===== config.mk =====
export PLATFORM = sky130hd
export DESIGN_NAME = matrix_filter_control_input
export DESIGN_NICKNAME = d
export VERILOG_FILES = /design/src/mfc_pkg.sv /design/src/sample_fifo.sv /design/src/matrix_filter_control_input.sv
export SDC_FILE = /design/constraint.sdc
export NUM_CORES = 1
export LEC_CHECK = 0
export BUFFER_PORTS_ARGS = -buffer_cell sky130_fd_sc_hd__clkbuf_2
export CORE_UTILIZATION = 60
export CTS_BUF_LIST = sky130_fd_sc_hd__clkbuf_4 sky130_fd_sc_hd__clkbuf_8
export CTS_CLUSTER_SIZE = 12
export DETAILED_ROUTE_END_ITERATION = 8
export GPL_TIMING_DRIVEN = 0
export PLACE_DENSITY = 0.81
export SLEW_MARGIN = 10
export SYNTH_ARGS = -nofsm -noshare
export SYNTH_HDL_FRONTEND = slang
export SYNTH_SLANG_ARGS = --single-unit
export TNS_END_PERCENT = 10

===== constraint.sdc =====
create_clock -name clk -period 6.4 [get_ports clk]
set_input_delay 0.32 -clock clk [delete_from_list [all_inputs] [get_ports clk]]
set_output_delay 0.32 -clock clk [all_outputs]
set_load 0.02 [all_outputs]

===== src/mfc_pkg.sv =====
/*
 * Shared constants for the matrix filter control and input front end.
 * Assumes a single 20 MHz system clock; no software-visible registers.
 */
package mfc_pkg;

    // ************************************************************
    // Widths
    // ************************************************************
    localparam int DATA_W  = 12;
    localparam int COEF_W  = 10;
    localparam int SEL_W   = 2;
    localparam int NTAPS   = 9;
    localparam int FIFO_DEPTH = 16;

    // ************************************************************
    // Configuration selector codes
    // ************************************************************
    localparam logic [1:0] CFG_MATRIX = 2'h0;
    localparam logic [1:0] CFG_FIR9   = 2'h1;
    localparam logic [1:0] CFG_CONV33 = 2'h2;
    localparam logic [1:0] CFG_CONV42 = 2'h3;

    // ************************************************************
    // Coefficient write select codes
    // ************************************************************
    localparam logic [1:0] CWS_HOLD  = 2'h0;
    localparam logic [1:0] CWS_ONE   = 2'h1;
    localparam logic [1:0] CWS_TWO   = 2'h2;
    localparam logic [1:0] CWS_THREE = 2'h3;

    // ************************************************************
    // Timing and reset values
    // ************************************************************
    localparam int          MATRIX_LATENCY = 5;
    localparam int          FLUSH_CYCLES   = 5;
    localparam logic [1:0]  CFG_RESET      = 2'h0;
    localparam logic [11:0] DATA_RESET     = 12'h000;
    localparam logic [9:0]  COEF_RESET     = 10'h000;

    typedef enum logic [1:0] {
        ST_FLUSH,
        ST_RUN
    } run_state_t;

endpackage


===== src/sample_fifo.sv =====
/*
 * Synchronous FIFO with valid/ready on both sides.
 * Assumes one clock and an asynchronous active-low reset.
 */
`timescale 1ns/1ns
module sample_fifo #(
    parameter int WIDTH = 36,
    parameter int DEPTH = 16
) (
    // Clock and reset
    input  wire logic             clk,
    input  wire logic             resetn,
    // Fill side
    input  wire logic             in_valid,
    output logic                  in_ready,
    input  wire logic [WIDTH-1:0] in_data,
    // Drain side
    output logic                  out_valid,
    input  wire logic             out_ready,
    output logic      [WIDTH-1:0] out_data
);
    localparam int AW = $clog2(DEPTH);

    initial begin
        if (DEPTH < 2 || (1 << AW) != DEPTH) begin
            $error("sample_fifo depth must be a power of two");
        end
    end

    logic [WIDTH-1:0] mem [DEPTH];
    logic [AW:0]      wr_q;
    logic [AW:0]      rd_q;
    wire              push = in_valid && in_ready;
    wire              pop  = out_valid && out_ready;

    assign in_ready  = (wr_q - rd_q) != DEPTH[AW:0];
    assign out_valid = wr_q != rd_q;
    assign out_data  = mem[rd_q[AW-1:0]];

    always_ff @(posedge clk) begin
        if (push) begin
            mem[wr_q[AW-1:0]] <= in_data;
        end
    end

    always_ff @(posedge clk or negedge resetn) begin
        if (!resetn) begin
            wr_q <= '0;
            rd_q <= '0;
        end else begin
            if (push) wr_q <= wr_q + 1'b1;
            if (pop)  rd_q <= rd_q + 1'b1;
        end
    end
endmodule // sample_fifo


===== src/matrix_filter_control_input.sv =====
/*
 * Control and input front end of a nine-multiplier matrix / filter unit:
 * configuration register with pipeline flush tracking, three sets of
 * coefficient storage, input latching through a sample FIFO, and a
 * nine-position tap shift chain for the filter configurations.
 * Assumes all inputs come from host logic on the same clock.
 */
`timescale 1ns/1ns

module matrix_filter_control_input #(
    parameter int DATA_W = mfc_pkg::DATA_W,
    parameter int COEF_W = mfc_pkg::COEF_W,
    parameter int DEPTH  = mfc_pkg::FIFO_DEPTH
) (
    // Clock and reset
    input  wire logic              clk,
    input  wire logic              resetn,
    // Control
    input  wire logic [1:0]        config_select,
    input  wire logic [1:0]        coef_write_select,
    // Coefficient ports
    input  wire logic [COEF_W-1:0] coef_port_one,
    input  wire logic [COEF_W-1:0] coef_port_two,
    input  wire logic [COEF_W-1:0] coef_port_three,
    // Data input stream
    input  wire logic              data_valid,
    output logic                   data_ready,
    input  wire logic [DATA_W-1:0] data_a,
    input  wire logic [DATA_W-1:0] data_b,
    input  wire logic [DATA_W-1:0] data_c,
    // Configuration status
    output logic [1:0]             config_active,
    output logic                   is_matrix,
    output logic                   is_fir9,
    output logic                   is_conv33,
    output logic                   is_conv42,
    output logic                   pipe_flushed,
    output logic                   matrix_result_valid,
    // Coefficient storage, index 0..2 = port one..three
    output logic [COEF_W-1:0]      coef_reg_set_one   [3],
    output logic [COEF_W-1:0]      coef_reg_set_two   [3],
    output logic [COEF_W-1:0]      coef_reg_set_three [3],
    // Multiplier inputs
    output logic [DATA_W-1:0]      mult_a,
    output logic [DATA_W-1:0]      mult_b,
    output logic [DATA_W-1:0]      mult_c,
    output logic [DATA_W-1:0]      tap_q [mfc_pkg::NTAPS],
    output logic                   sample_strobe
);
    initial begin
        if (DATA_W != mfc_pkg::DATA_W || COEF_W != mfc_pkg::COEF_W) begin
            $error("data and coefficient widths are fixed");
        end
    end

    // ************************************************************
    // Configuration register and flush tracking
    // ************************************************************
    logic [1:0]           cfg_q;
    logic [2:0]           flush_q;
    mfc_pkg::run_state_t  state_q;

    assign is_matrix = cfg_q == mfc_pkg::CFG_MATRIX;
    assign is_fir9   = cfg_q == mfc_pkg::CFG_FIR9;
    assign is_conv33 = cfg_q == mfc_pkg::CFG_CONV33;
    assign is_conv42 = cfg_q == mfc_pkg::CFG_CONV42;
    assign config_active = cfg_q;
    wire cfg_change = config_select != cfg_q;

    // selector taken on one edge, active after it
    always_ff @(posedge clk or negedge resetn) begin
        if (!resetn) begin
            cfg_q <= mfc_pkg::CFG_RESET;
        end else begin
            cfg_q <= config_select;
        end
    end

    // flush count the host waits for after a change
    always_ff @(posedge clk or negedge resetn) begin
        if (!resetn) begin
            state_q <= mfc_pkg::ST_FLUSH;
            flush_q <= '0;
        end else begin
            case (state_q)
                mfc_pkg::ST_FLUSH: begin
                    if (cfg_change) begin
                        flush_q <= '0;
                    end else if (flush_q == 3'(mfc_pkg::FLUSH_CYCLES - 1)) begin
                        state_q <= mfc_pkg::ST_RUN;
                    end else begin
                        flush_q <= flush_q + 3'h1;
                    end
                end
                mfc_pkg::ST_RUN: begin
                    if (cfg_change) begin
                        state_q <= mfc_pkg::ST_FLUSH;
                        flush_q <= '0;
                    end
                end
                default: state_q <= mfc_pkg::ST_FLUSH;
            endcase
        end
    end
    assign pipe_flushed = state_q == mfc_pkg::ST_RUN;

    // ************************************************************
    // Coefficient storage
    // ************************************************************
    // only the write select changes a set
    always_ff @(posedge clk or negedge resetn) begin
        if (!resetn) begin
            for (int i = 0; i < 3; i++) begin
                coef_reg_set_one[i]   <= mfc_pkg::COEF_RESET;
                coef_reg_set_two[i]   <= mfc_pkg::COEF_RESET;
                coef_reg_set_three[i] <= mfc_pkg::COEF_RESET;
            end
        end else begin
            case (coef_write_select)
                mfc_pkg::CWS_ONE: begin
                    coef_reg_set_one[0] <= coef_port_one;
                    coef_reg_set_one[1] <= coef_port_two;
                    coef_reg_set_one[2] <= coef_port_three;
                end
                mfc_pkg::CWS_TWO: begin
                    coef_reg_set_two[0] <= coef_port_one;
                    coef_reg_set_two[1] <= coef_port_two;
                    coef_reg_set_two[2] <= coef_port_three;
                end
                mfc_pkg::CWS_THREE: begin
                    coef_reg_set_three[0] <= coef_port_one;
                    coef_reg_set_three[1] <= coef_port_two;
                    coef_reg_set_three[2] <= coef_port_three;
                end
                default: ;
            endcase
        end
    end

    // ************************************************************
    // Input FIFO and latching
    // ************************************************************
    // The FIFO lets the host burst while the datapath is stalled; the
    // datapath here never stalls, so it drains one sample per clock.
    logic                  f_valid;
    logic [3*DATA_W-1:0]   f_data;
    sample_fifo #(.WIDTH(3*DATA_W), .DEPTH(DEPTH)) u_fifo (
        .clk       (clk),
        .resetn    (resetn),
        .in_valid  (data_valid),
        .in_ready  (data_ready),
        .in_data   ({data_a, data_b, data_c}),
        .out_valid (f_valid),
        .out_ready (1'b1),
        .out_data  (f_data)
    );

    // latch into the multiplier input registers
    always_ff @(posedge clk or negedge resetn) begin
        if (!resetn) begin
            mult_a        <= mfc_pkg::DATA_RESET;
            mult_b        <= mfc_pkg::DATA_RESET;
            mult_c        <= mfc_pkg::DATA_RESET;
            sample_strobe <= 1'b0;
        end else begin
            sample_strobe <= f_valid;
            if (f_valid) begin
                {mult_a, mult_b, mult_c} <= f_data;
            end
        end
    end

    // tap chain, shifted each edge outside matrix mode
    genvar g;
    generate
        for (g = 0; g < mfc_pkg::NTAPS; g++) begin : g_tap
            wire logic [DATA_W-1:0] tap_in;
            // The link index is only built for taps that have a neighbour.
            if (g == 0) begin : g_head
                assign tap_in = mult_a;
            end else begin : g_link
                assign tap_in = tap_q[g-1];
            end
            always_ff @(posedge clk or negedge resetn) begin
                if (!resetn) begin
                    tap_q[g] <= mfc_pkg::DATA_RESET;
                end else if (!is_matrix) begin
                    tap_q[g] <= tap_in;
                end
            end
        end
    endgenerate

    // ************************************************************
    // Matrix result timing
    // ************************************************************
    logic [4:0] lat_sr_q;
    // marks results five clocks after latching
    always_ff @(posedge clk or negedge resetn) begin
        if (!resetn) begin
            lat_sr_q <= '0;
        end else begin
            lat_sr_q <= {lat_sr_q[3:0], sample_strobe && is_matrix};
        end
    end
    assign matrix_result_valid = lat_sr_q[4] && is_matrix;
endmodule // matrix_filter_control_input


# After elaboration in Yosys (flattened, before gate mapping)
# Memories as Yosys holds them, arrays and structs flattened. A register that Yosys moved wholly into a read port is not among the register bits.
# Cells that the tools add are included.
# classes
bitwise,0
n_eq_ne,15
div_mod_pow,0
n_addsub,4
n_reduce_logical,9
magnitude_cmp,0
multipliers,0
muxes,10
n_shift,0
# op_table
operator,count
$add 5x1->5 const B,2
$mux 3,3
$eq 2x2->1 const B,4
$eq 2x1->1 const B,3
$mux 2,3
$pmux 3 s2,1
$reduce_and 3->1,2
$ne 5x5->1,1
$ne 5x5->1 const B,1
$sub 5x5->5,1
$logic_not 2->1,2
$ne 2x2->1 const B,2
$pmux 2 s2,1
$add 3x1->3 const B,1
$eq 3x3->1 const B,1
$logic_and 1x1->1,3
$ne 3x3->1 const B,1
$mux 1,2
$ne 2x1->1 const B,1
$ne 2x2->1,1
$reduce_bool 2->1,1
$logic_not 1->1,1
# word_totals
out_inout_bits,244
input_bits,73
n_memories,1
ff_bits,221
wordCells,64
ram_bits,576
latchBits,0
mem_bits_ro,0
# mem_list
memory,words,word_bits,rd,rd_clocked_by_memory_dff,write_ports,line,source
u_fifo.mem,16,36,1,1,1,sample_fifo.sv:30,logic [WIDTH-1:0] mem [DEPTH];

# Longest topological paths before layout
# Gate-level depths: netlist of run 1.
# depth
depth_word,5
ltp_mapped,10
mapped_depth_nobuf,7

# Modules after synthesis
# From an unflattened synthesis of run 1, not the netlist that was laid out.
# unflattened
cells_unflattened,1641
hier_area_um2,32309.7
# modules_own_cells
mod,area_each_um2,cells_each,seq_area_each_um2,n_inst
sample_fifo,22800.6,1109,17546.8,1
matrix_filter_control_input,9509.1,532,6155.9,1

# Worst setup path before layout of run 1
# Ideal clock, no wire load.
# synth_timing
path_kind,register to register
startpoint,register u_fifo.rd_q[1]
endpoint,memory u_fifo.mem[5][0] (enable)
t_arrival_ps,4739
path_stages_with_launch,10
setup_time_ps,474
path_buffers,2
period_less_slack_ps,5213
setup_slack_ps,1187
t_required_ps,5926
path_cell_list,dfrtp_1 buf_2 buf_1 inv_1 ha_1 nor2b_1 o211a_1 nor3_2 o41ai_1 nor3_1
# synth_via
elab_chain_cells,5
# synth_rtl
item,line,source
"start, declared",sample_fifo.sv:32,logic [AW:0] rd_q;
"start signal, assigned",sample_fifo.sv:52,if (pop) rd_q <= rd_q + 1'b1;
$sub 5x5->5,sample_fifo.sv:36,assign in_ready = (wr_q - rd_q) != DEPTH[AW:0];
$ne 5x5->1,sample_fifo.sv:36,
$logic_and 1x1->1,sample_fifo.sv:33,wire push = in_valid && in_ready;
$mux 1,sample_fifo.sv:41,if (push) begin
$mux 1 (not written as such),sample_fifo.sv:42,mem[wr_q[AW-1:0]] <= in_data;
"end, declared",sample_fifo.sv:30,
# No other way between the ends.

# Worst setup path after layout of run 1
# layout_timing
startpoint,register u_fifo.rd_q[1]
endpoint,memory u_fifo.mem[1][8] (enable)
# The elaborated chain is that of the path after synthesis.

==> flow_metrics.tcl, run 1 <==
set metrics [dict create \
    ys_types 49 \
    post-dp-hpwl_um 52800 \
    instances_no_fill 2980 \
    setup.worst_path.end_class "register" \
    synth_fp_nets 1724 \
    rr_endpoint "u_fifo.mem[1][8]" \
    rows 83 \
    critical_path_arrival_ns 5.24 \
    drcViolationCount 0 \
    worst_pin_slew_ns 1.086 \
    grt_usage 0.3002 \
    cp_top_family "buffers and inverters" \
    cp_slowest_cell "o41ai_4" \
    finalWirelength_um 78820 \
    fin_nets 2278 \
    rsz0062_at_grt "no" \
    relSlewSlack 0.2735 \
    r2r_slack_ns 1.68 \
    ir_drop_mv 0.3069 \
    setup_viol 0 \
    clockRootBuffer "clkbuf_8" \
    grt_pass1_wl_um 115500 \
    cts_sinks 832 \
    timing.fmax_mhz 212.0 \
    cts_buffers 132 \
    syn2layout_area_growth_pct 21.12 \
    fp.dieW_um 232.1 \
    p_leak_nw 14.29 \
    vias_per_cell 6.126 \
    clockBufferDepth 3 \
    clk_pin_slew_ns 0.06 \
    total_power_mw 18.15 \
    drive_above_1_share 0.4308 \
    rr_startpoint "u_fifo.rd_q[1]" \
    core_area_sq_mm 0.05182 \
    drtAntennaViolNets 0 \
    r2r_cells 12 \
    yosysTopAreaCell "edfxtp_1" \
    ys_ff_latch 832 \
    hold_viol 0 \
    htree_levels 4 \
    finalCriticalPeriod_ns 4.716 \
    gp_congestion 0.8613 \
    clock_skew_ns 0.03426 \
    fin_tns_setup_ns 0 \
    antenna_found_initial 3 \
    async_flop_share 0.3077 \
    syn_area_sq_mm 0.03176 \
    drtIter0Drc 1940 \
    cpMostUsedCell "buf_6" \
    fin_crit_sh 0.7369 \
    cts_tree "yes" \
    synth.area.top_cells "edfxtp_1 54%, dfrtp_1 20%, mux4_2 10%" \
    cellPowerDensity_mw_per_mm2 471.8 \
    crit_path_cell_trace "buf_2 -> buf_1 -> inv_1 -> ha_1 -> nor2b_1 -> o211ai_1 -> a21boi_2 -> o41ai_4 -> nor3_2 -> buf_6 -> buf_6 -> buf_6" \
    wl_per_cell_um 26.45 \
    maxCapViolations 0 \
    ios 317 \
    grt_max_degree 95 \
    startpoint_type "register" \
    hold_path.class "in2async" \
    io_buffers 316 \
    syn-instance-count 1640 \
    dr.pass1.iters 5 \
    ctsResizeCount 0 \
    clk_latency_ns 0.77 \
    yosys_warnings 0 \
    synth_top_flop_cell "edfxtp_1" \
    die_y_um 232.1 \
    dp_cells 2671 \
    hold_ws_ns 0.1292 \
    syn_avg_cell_area_sq_um 19.36 \
    synth-edff-count 576 \
    cpPeakStageDelay_ns 0.98 \
    gr-total-overflow 0 \
    critPathMaxFanout 10 \
    critPathBufInv 6 \
    ys_seq_area_frac 0.7464 \
    num_vias 18260 \
    outcome "finished clean" \
    cp.required_ns 6.92 \
    die_area_sq_mm 0.05385 \
    start_util 0.6128 \
    slew_viol_final 0 \
    yosysTopAreaCellShare 0.5447 \
    fin_util 0.7422 \
    synth_most_common_cell "edfxtp_1" \
    critPathKind "reg2reg" \
    synth_common_cells "576 x edfxtp_1, 256 x dfrtp_1, 198 x mux2_2, 164 x nor2_1, 144 x mux4_2" \
    grt_pass1_vias 19030 \
]
## worst max path at each step
stage / cells past startpoint / startpoint / to / slack (ns)
after global routing: 11 / u_fifo.rd_q[1] / u_fifo.mem[2][15] / 1.62
final: 12 / u_fifo.rd_q[1] / u_fifo.mem[1][8] / 1.68
after detailed placement: 12 / u_fifo.rd_q[1] / u_fifo.mem[1][11] / 1.93
after global placement: 9 / u_fifo.rd_q[1] / u_fifo.mem[1][15] / -2.16
after CTS: 12 / u_fifo.rd_q[1] / u_fifo.mem[1][16] / 1.78
after floorplan: 9 / u_fifo.rd_q[1] / u_fifo.mem[5][0] / 1.19
## routing by layer
layer  vias up  track usage  part of all wire
met5         -            0           0.00015
met4         2       0.1567             0.042
met3       213      0.07097             0.087
met2      1088       0.5107              0.52
met1      9392       0.3571              0.35
li1       7560            -                 -
## registers in the layout, summed over array words and instances (netlist names)
signal / cells
coef_reg_set_two: 30
u_fifo.wr_q: 5
g_tap.tap_in: 96
coef_reg_set_one: 30
mult_b: 12
mult_c: 12
mult_a: 12
config_active: 2
u_fifo.mem: 576
lat_sr_q: 5
u_fifo.rd_q: 5
tap_q: 12
flush_q: 3
state_q: 1
coef_reg_set_three: 30
sample_strobe: 1
## where the power goes
part / leakage (nW) / total, mW / internal [mW] / switching [mW]
clock network: 1.46 / 4.64 / 2.61 / 2.02
logic: 4.67 / 6.12 / 2.39 / 3.73
registers: 8.16 / 7.39 / 6.78 / 0.607
total: 14.3 / 18.1 / 11.8 / 6.36
## per-stage QoR
| step | instance area, sq um | setup WS (ns) |
|---|---|---|
| floorplan | 31760 | 1.187 |
| global placement | 34190 | -2.158 |
| detailed placement | 35000 | 1.928 |
| CTS | 38460 | 1.782 |
| global route | 38460 | 1.615 |
| finish | 38460 | 1.684 |
## cells in the final DEF, fill, tap and decap left out, types with 5 or more instances in the layout
| master | instances |
|---|---|
| clkinv_1 | 11 |
| nor2_1 | 151 |
| buf_1 | 14 |
| clkinv_2 | 11 |
| ha_1 | 11 |
| and2_1 | 40 |
| buf_6 | 7 |
| nor2b_1 | 5 |
| buf_12 | 6 |
| mux4_2 | 144 |
| dfrtp_1 | 256 |
| edfxtp_1 | 576 |
| mux2_2 | 198 |
| dlygate4sd3_1 | 69 |
| o22ai_1 | 36 |
| nand2_1 | 15 |
| a21oi_1 | 7 |
| buf_2 | 31 |
| clkbuf_4 | 47 |
| xnor2_1 | 9 |
| clkbuf_2 | 315 |
| buf_4 | 9 |
| clkbuf_8 | 157 |
| clkinvlp_4 | 7 |
| nand3_1 | 5 |
| a211oi_1 | 36 |
| clkbuf_1 | 33 |
| nor2_4 | 13 |
| buf_16 | 16 |
| inv_1 | 11 |
## area by class of cell
type                    instances  area (sq um)
repair buffers                420          2962
flip-flops and latches        832         23700
plain buffers                  82         365.4
fillers                      2859         13360
diodes                          2         5.005
inverters                      12         45.04
clock buffers                 202          2492
clock inverters                36         276.5
multi-input cells             714          7762
well taps                     680         850.8
## timing repair
action                    CTS  global route
setup buffers               0             0
hold buffers               69             0
hold endpoints to repair  747             0
## cells by family (layout without fill, tap and decap cells)
group           after synthesis  after routing  share of synthesized area
other cells                   0              2                          0
compound gates               96             96                    0.02254
xor+xnor                     12             12                   0.004492
buf+inv                      94            752                    0.01292
fa+ha+maj                    11             11                   0.004334
simple gates                252            252                    0.03649
flops                       832            832                     0.7464
mux                         343            343                     0.1728
Power figures use the tool's default switching activity.
==> inputs of run 2 (changes only) <==
--- a/config.mk
+++ b/config.mk
@@ -5,13 +5,14 @@
 export SDC_FILE = /design/constraint.sdc
 export NUM_CORES = 1
 export LEC_CHECK = 0
+export ABC_AREA = 1
 export BUFFER_PORTS_ARGS = -buffer_cell sky130_fd_sc_hd__clkbuf_2
-export CORE_UTILIZATION = 60
+export CORE_UTILIZATION = 55
 export CTS_BUF_LIST = sky130_fd_sc_hd__clkbuf_4 sky130_fd_sc_hd__clkbuf_8
 export CTS_CLUSTER_SIZE = 12
 export DETAILED_ROUTE_END_ITERATION = 8
 export GPL_TIMING_DRIVEN = 0
-export PLACE_DENSITY = 0.81
+export PLACE_DENSITY = 0.78
 export SLEW_MARGIN = 10
 export SYNTH_ARGS = -nofsm -noshare
 export SYNTH_HDL_FRONTEND = slang
==> constraint.sdc (replaced) <==
create_clock -name clk -period 4.13 [get_ports clk]
set_input_delay 0.2065 -clock clk [delete_from_list [all_inputs] [get_ports clk]]
set_output_delay 0.2065 -clock clk [all_outputs]
set_load 0.02 [all_outputs]
==> run 2 against run 1 <==
Routed wire length is 13% higher. Final cell count is 41% higher. Combinational power is 55% higher. Core utilization is 7.0 points lower. Register-to-register slack worse by 1.3 ns. Fmax is 25% higher. Final area is 1.7% higher. Worst setup slack worse by 1.3 ns. Sequential power is 49% higher. Critical path type unchanged. Hold slack worse by 0.041 ns. Synthesized cell count is 70% higher. Via count is 30% higher. Largest cell class unchanged.
==> flow_metrics.tcl, run 2 <==
set metrics [dict create \
    ys_seq_area_frac 0.7280 \
    syn-instance-count 2788 \
    relSlewSlack 0.4077 \
    num_vias 23650 \
    yosys_warnings 0 \
    synth-xor-area-share 0.001883 \
    maxCapViolations 0 \
    finalCriticalPeriod_ns 3.776 \
    critPathKind "reg2reg" \
    largest_reg_flops 576 \
    setup.worst_path.end_class "register" \
    clockRootBuffer "clkbuf_8" \
    critPathMaxFanout 19 \
    hold_buffers 72 \
    hold_viol 0 \
    clk_latency_ns 0.81 \
    fp.dieW_um 245.3 \
    fin_tns_setup_ns 0 \
    post_cts_buffers 0 \
    final_common_cell "nand2_1" \
    gp_congestion 0.9059 \
    io_buffers 316 \
    fin_area_sq_mm 0.03910 \
    p_leak_nw 16.29 \
    dpl_cell_area_sq_mm 0.03569 \
    core_area_sq_mm 0.05814 \
    total_power_mw 27.56 \
    drcViolationCount 0 \
    most-common-layout-cells "952 x nand2_1, 576 x edfxtp_1, 315 x clkbuf_2" \
    clock_skew_ns 0.03051 \
    ys_types 28 \
    synth.area.top_cells "edfxtp_1 53%, dfrtp_1 20%, nand2_1 11%" \
    post-dp-hpwl_um 60100 \
    synth_top_flop_cell "edfxtp_1" \
    cellPowerDensity_mw_per_mm2 704.9 \
    timing.fmax_mhz 264.8 \
    die_y_um 245.3 \
    die_area_sq_mm 0.06017 \
    clockBufferDepth 3 \
    finalWirelength_um 89280 \
    start_util 0.5600 \
    synth_common_cells "952 x nand2_1, 576 x edfxtp_1, 264 x nand3_1, 256 x dfrtp_1, 187 x o21ai_0" \
    synth_fp_nets 2872 \
    clk_pin_slew_ns 0.06 \
    slew_viol_final 0 \
    grt_pass1_wl_um 134100 \
    vias_per_cell 5.645 \
    cts_buffers 131 \
    setup_slack_ns 0.3538 \
    hold_path.class "in2reg" \
    cts_sinks 832 \
    fin_crit_sh 0.9143 \
    grt_usage 0.2985 \
    wl_per_cell_um 21.31 \
    startpoint_type "register" \
    fin_nets 3411 \
    rsz0062_at_grt "no" \
    htree_levels 4 \
    syn_avg_cell_area_sq_um 11.68 \
    critical_path_arrival_ns 4.26 \
    rows 88 \
    yosysTopAreaCell "edfxtp_1" \
    ir_drop_mv 0.5515 \
    async_flop_share 0.3077 \
    ctsResizeCount 0 \
    drtAntennaViolNets 0 \
    outcome "finished clean" \
    synth_mux_area_frac 0 \
    ios 317 \
    grt_max_degree 110 \
    yosys.area_share.simple 0.1639 \
    syn_area_sq_mm 0.03256 \
    antenna_found_initial 1 \
    synth_most_common_cell "nand2_1" \
    cts_tree "yes" \
    fin_util 0.6725 \
    ys_ff_latch 832 \
    drive_above_1_share 0.1971 \
    yosys.area_share.adder 0.004227 \
    yosysTopAreaCellShare 0.5312 \
    dp_slack_ns 0.4260 \
    grt_pass1_vias 23650 \
    drtIter0Drc 2229 \
    gr-total-overflow 0 \
    synth_compound_area_frac 0.06356 \
    worst_pin_slew_ns 0.8885 \
    cp.required_ns 4.61 \
    synth-edff-count 576 \
    syn2layout_area_growth_pct 20.08 \
    setup_viol 0 \
    synth_top_family_by_area "simple AND/OR/NAND/NOR gates" \
    dr.pass1.iters 5 \
]
run 2: cell count changes after synthesis, moves of 40 or more:
cell / change
inv_1: +98
and2_1: -40
nor2_1: -136
nand3_1: +259
nand2_1: +937
a21oi_1: +108
mux4_2: -144
o21ai_0: +186
mux2_2: -198
run 2: area by class of cell:
| class | count | area, sq um |
|---|---|---|
| sequential | 832 | 23700 |
| clock buffer | 197 | 2399 |
| inverter | 113 | 424.2 |
| buffer | 159 | 828.3 |
| antenna | 1 | 2.502 |
| tap | 765 | 957.2 |
| multi-input combinational | 1684 | 7716 |
| clock inverter | 33 | 266.5 |
| timing repair buffer | 406 | 2801 |
| fill | 4103 | 19040 |
run 2: cell families after synthesis:
group,after synthesis
flip-flops,832
AO/OA/AOI/OAI,377
adder cells (fa/ha/maj),11
buffers and inverters,272
AND/OR/NAND/NOR,1289
XOR/XNOR,7
run 2: where the power goes:
part,leakage [nW],total [mW],internal [mW],switching (mW)
Clock,1.40,7.10,3.90,3.20
Sequential,8.37,11.0,10.3,0.709
Combinational,6.52,9.48,2.78,6.70
run 2: stage by stage:
step | cells | hold slack (ns)
after floorplan | 2788 | -0.08909
after global placement | 3869 | 0.3345
after detailed placement | 3887 | 0.2355
after CTS | 4189 | 0.03644
after global routing | 4190 | 0.08104
final | 4190 | 0.08811
run 2: routing by layer:
layer / up-vias / share of wire / routed length [um] / GRT usage
li1: 10650 / - / - / -
met1: 11360 / 0.37 / 32680 / 0.3586
met3: 254 / 0.098 / 8758 / 0.07519
met2: 1385 / 0.50 / 44250 / 0.5025
met4: 0 / 0.040 / 3595 / 0.1458
met5: - / 0 / 0 / 0
run 2: path summary, 6_finish.rpt:
| kind | start | slack [ns] | endpoint | depth (start not counted) |
|---|---|---|---|---|
| max in group asynchronous | resetn | 2.40 | coef_reg_set_three[1] | 5 |
| min reg2reg | lat_sr_q[3] | 0.33 | lat_sr_q[4] | 0 |
| min in group asynchronous | resetn | 0.49 | mult_b[2] | 3 |
| max reg2reg | u_fifo.rd_q[2] | 0.35 | u_fifo.mem[6][20] | 15 |
| max | u_fifo.rd_q[2] | 0.35 | u_fifo.mem[6][20] | 15 |
| min | config_select[0] | 0.09 | config_active[0] | 2 |
run 2: worst max-delay path: stages, from the launching register on:
cell and delay (ns):
dfrtp_1 0.43, inv_2 0.13, buf_2 0.33, buf_2 0.38, ha_1 0.35, nand2_1 0.11
inv_1 0.04, nand2_1 0.08, nand2_1 0.05, nand2_1 0.05, nand2_1 0.05, nand2_2 0.18
nand2_4 0.13, buf_6 0.20, nor2_4 0.63, buf_16 0.26
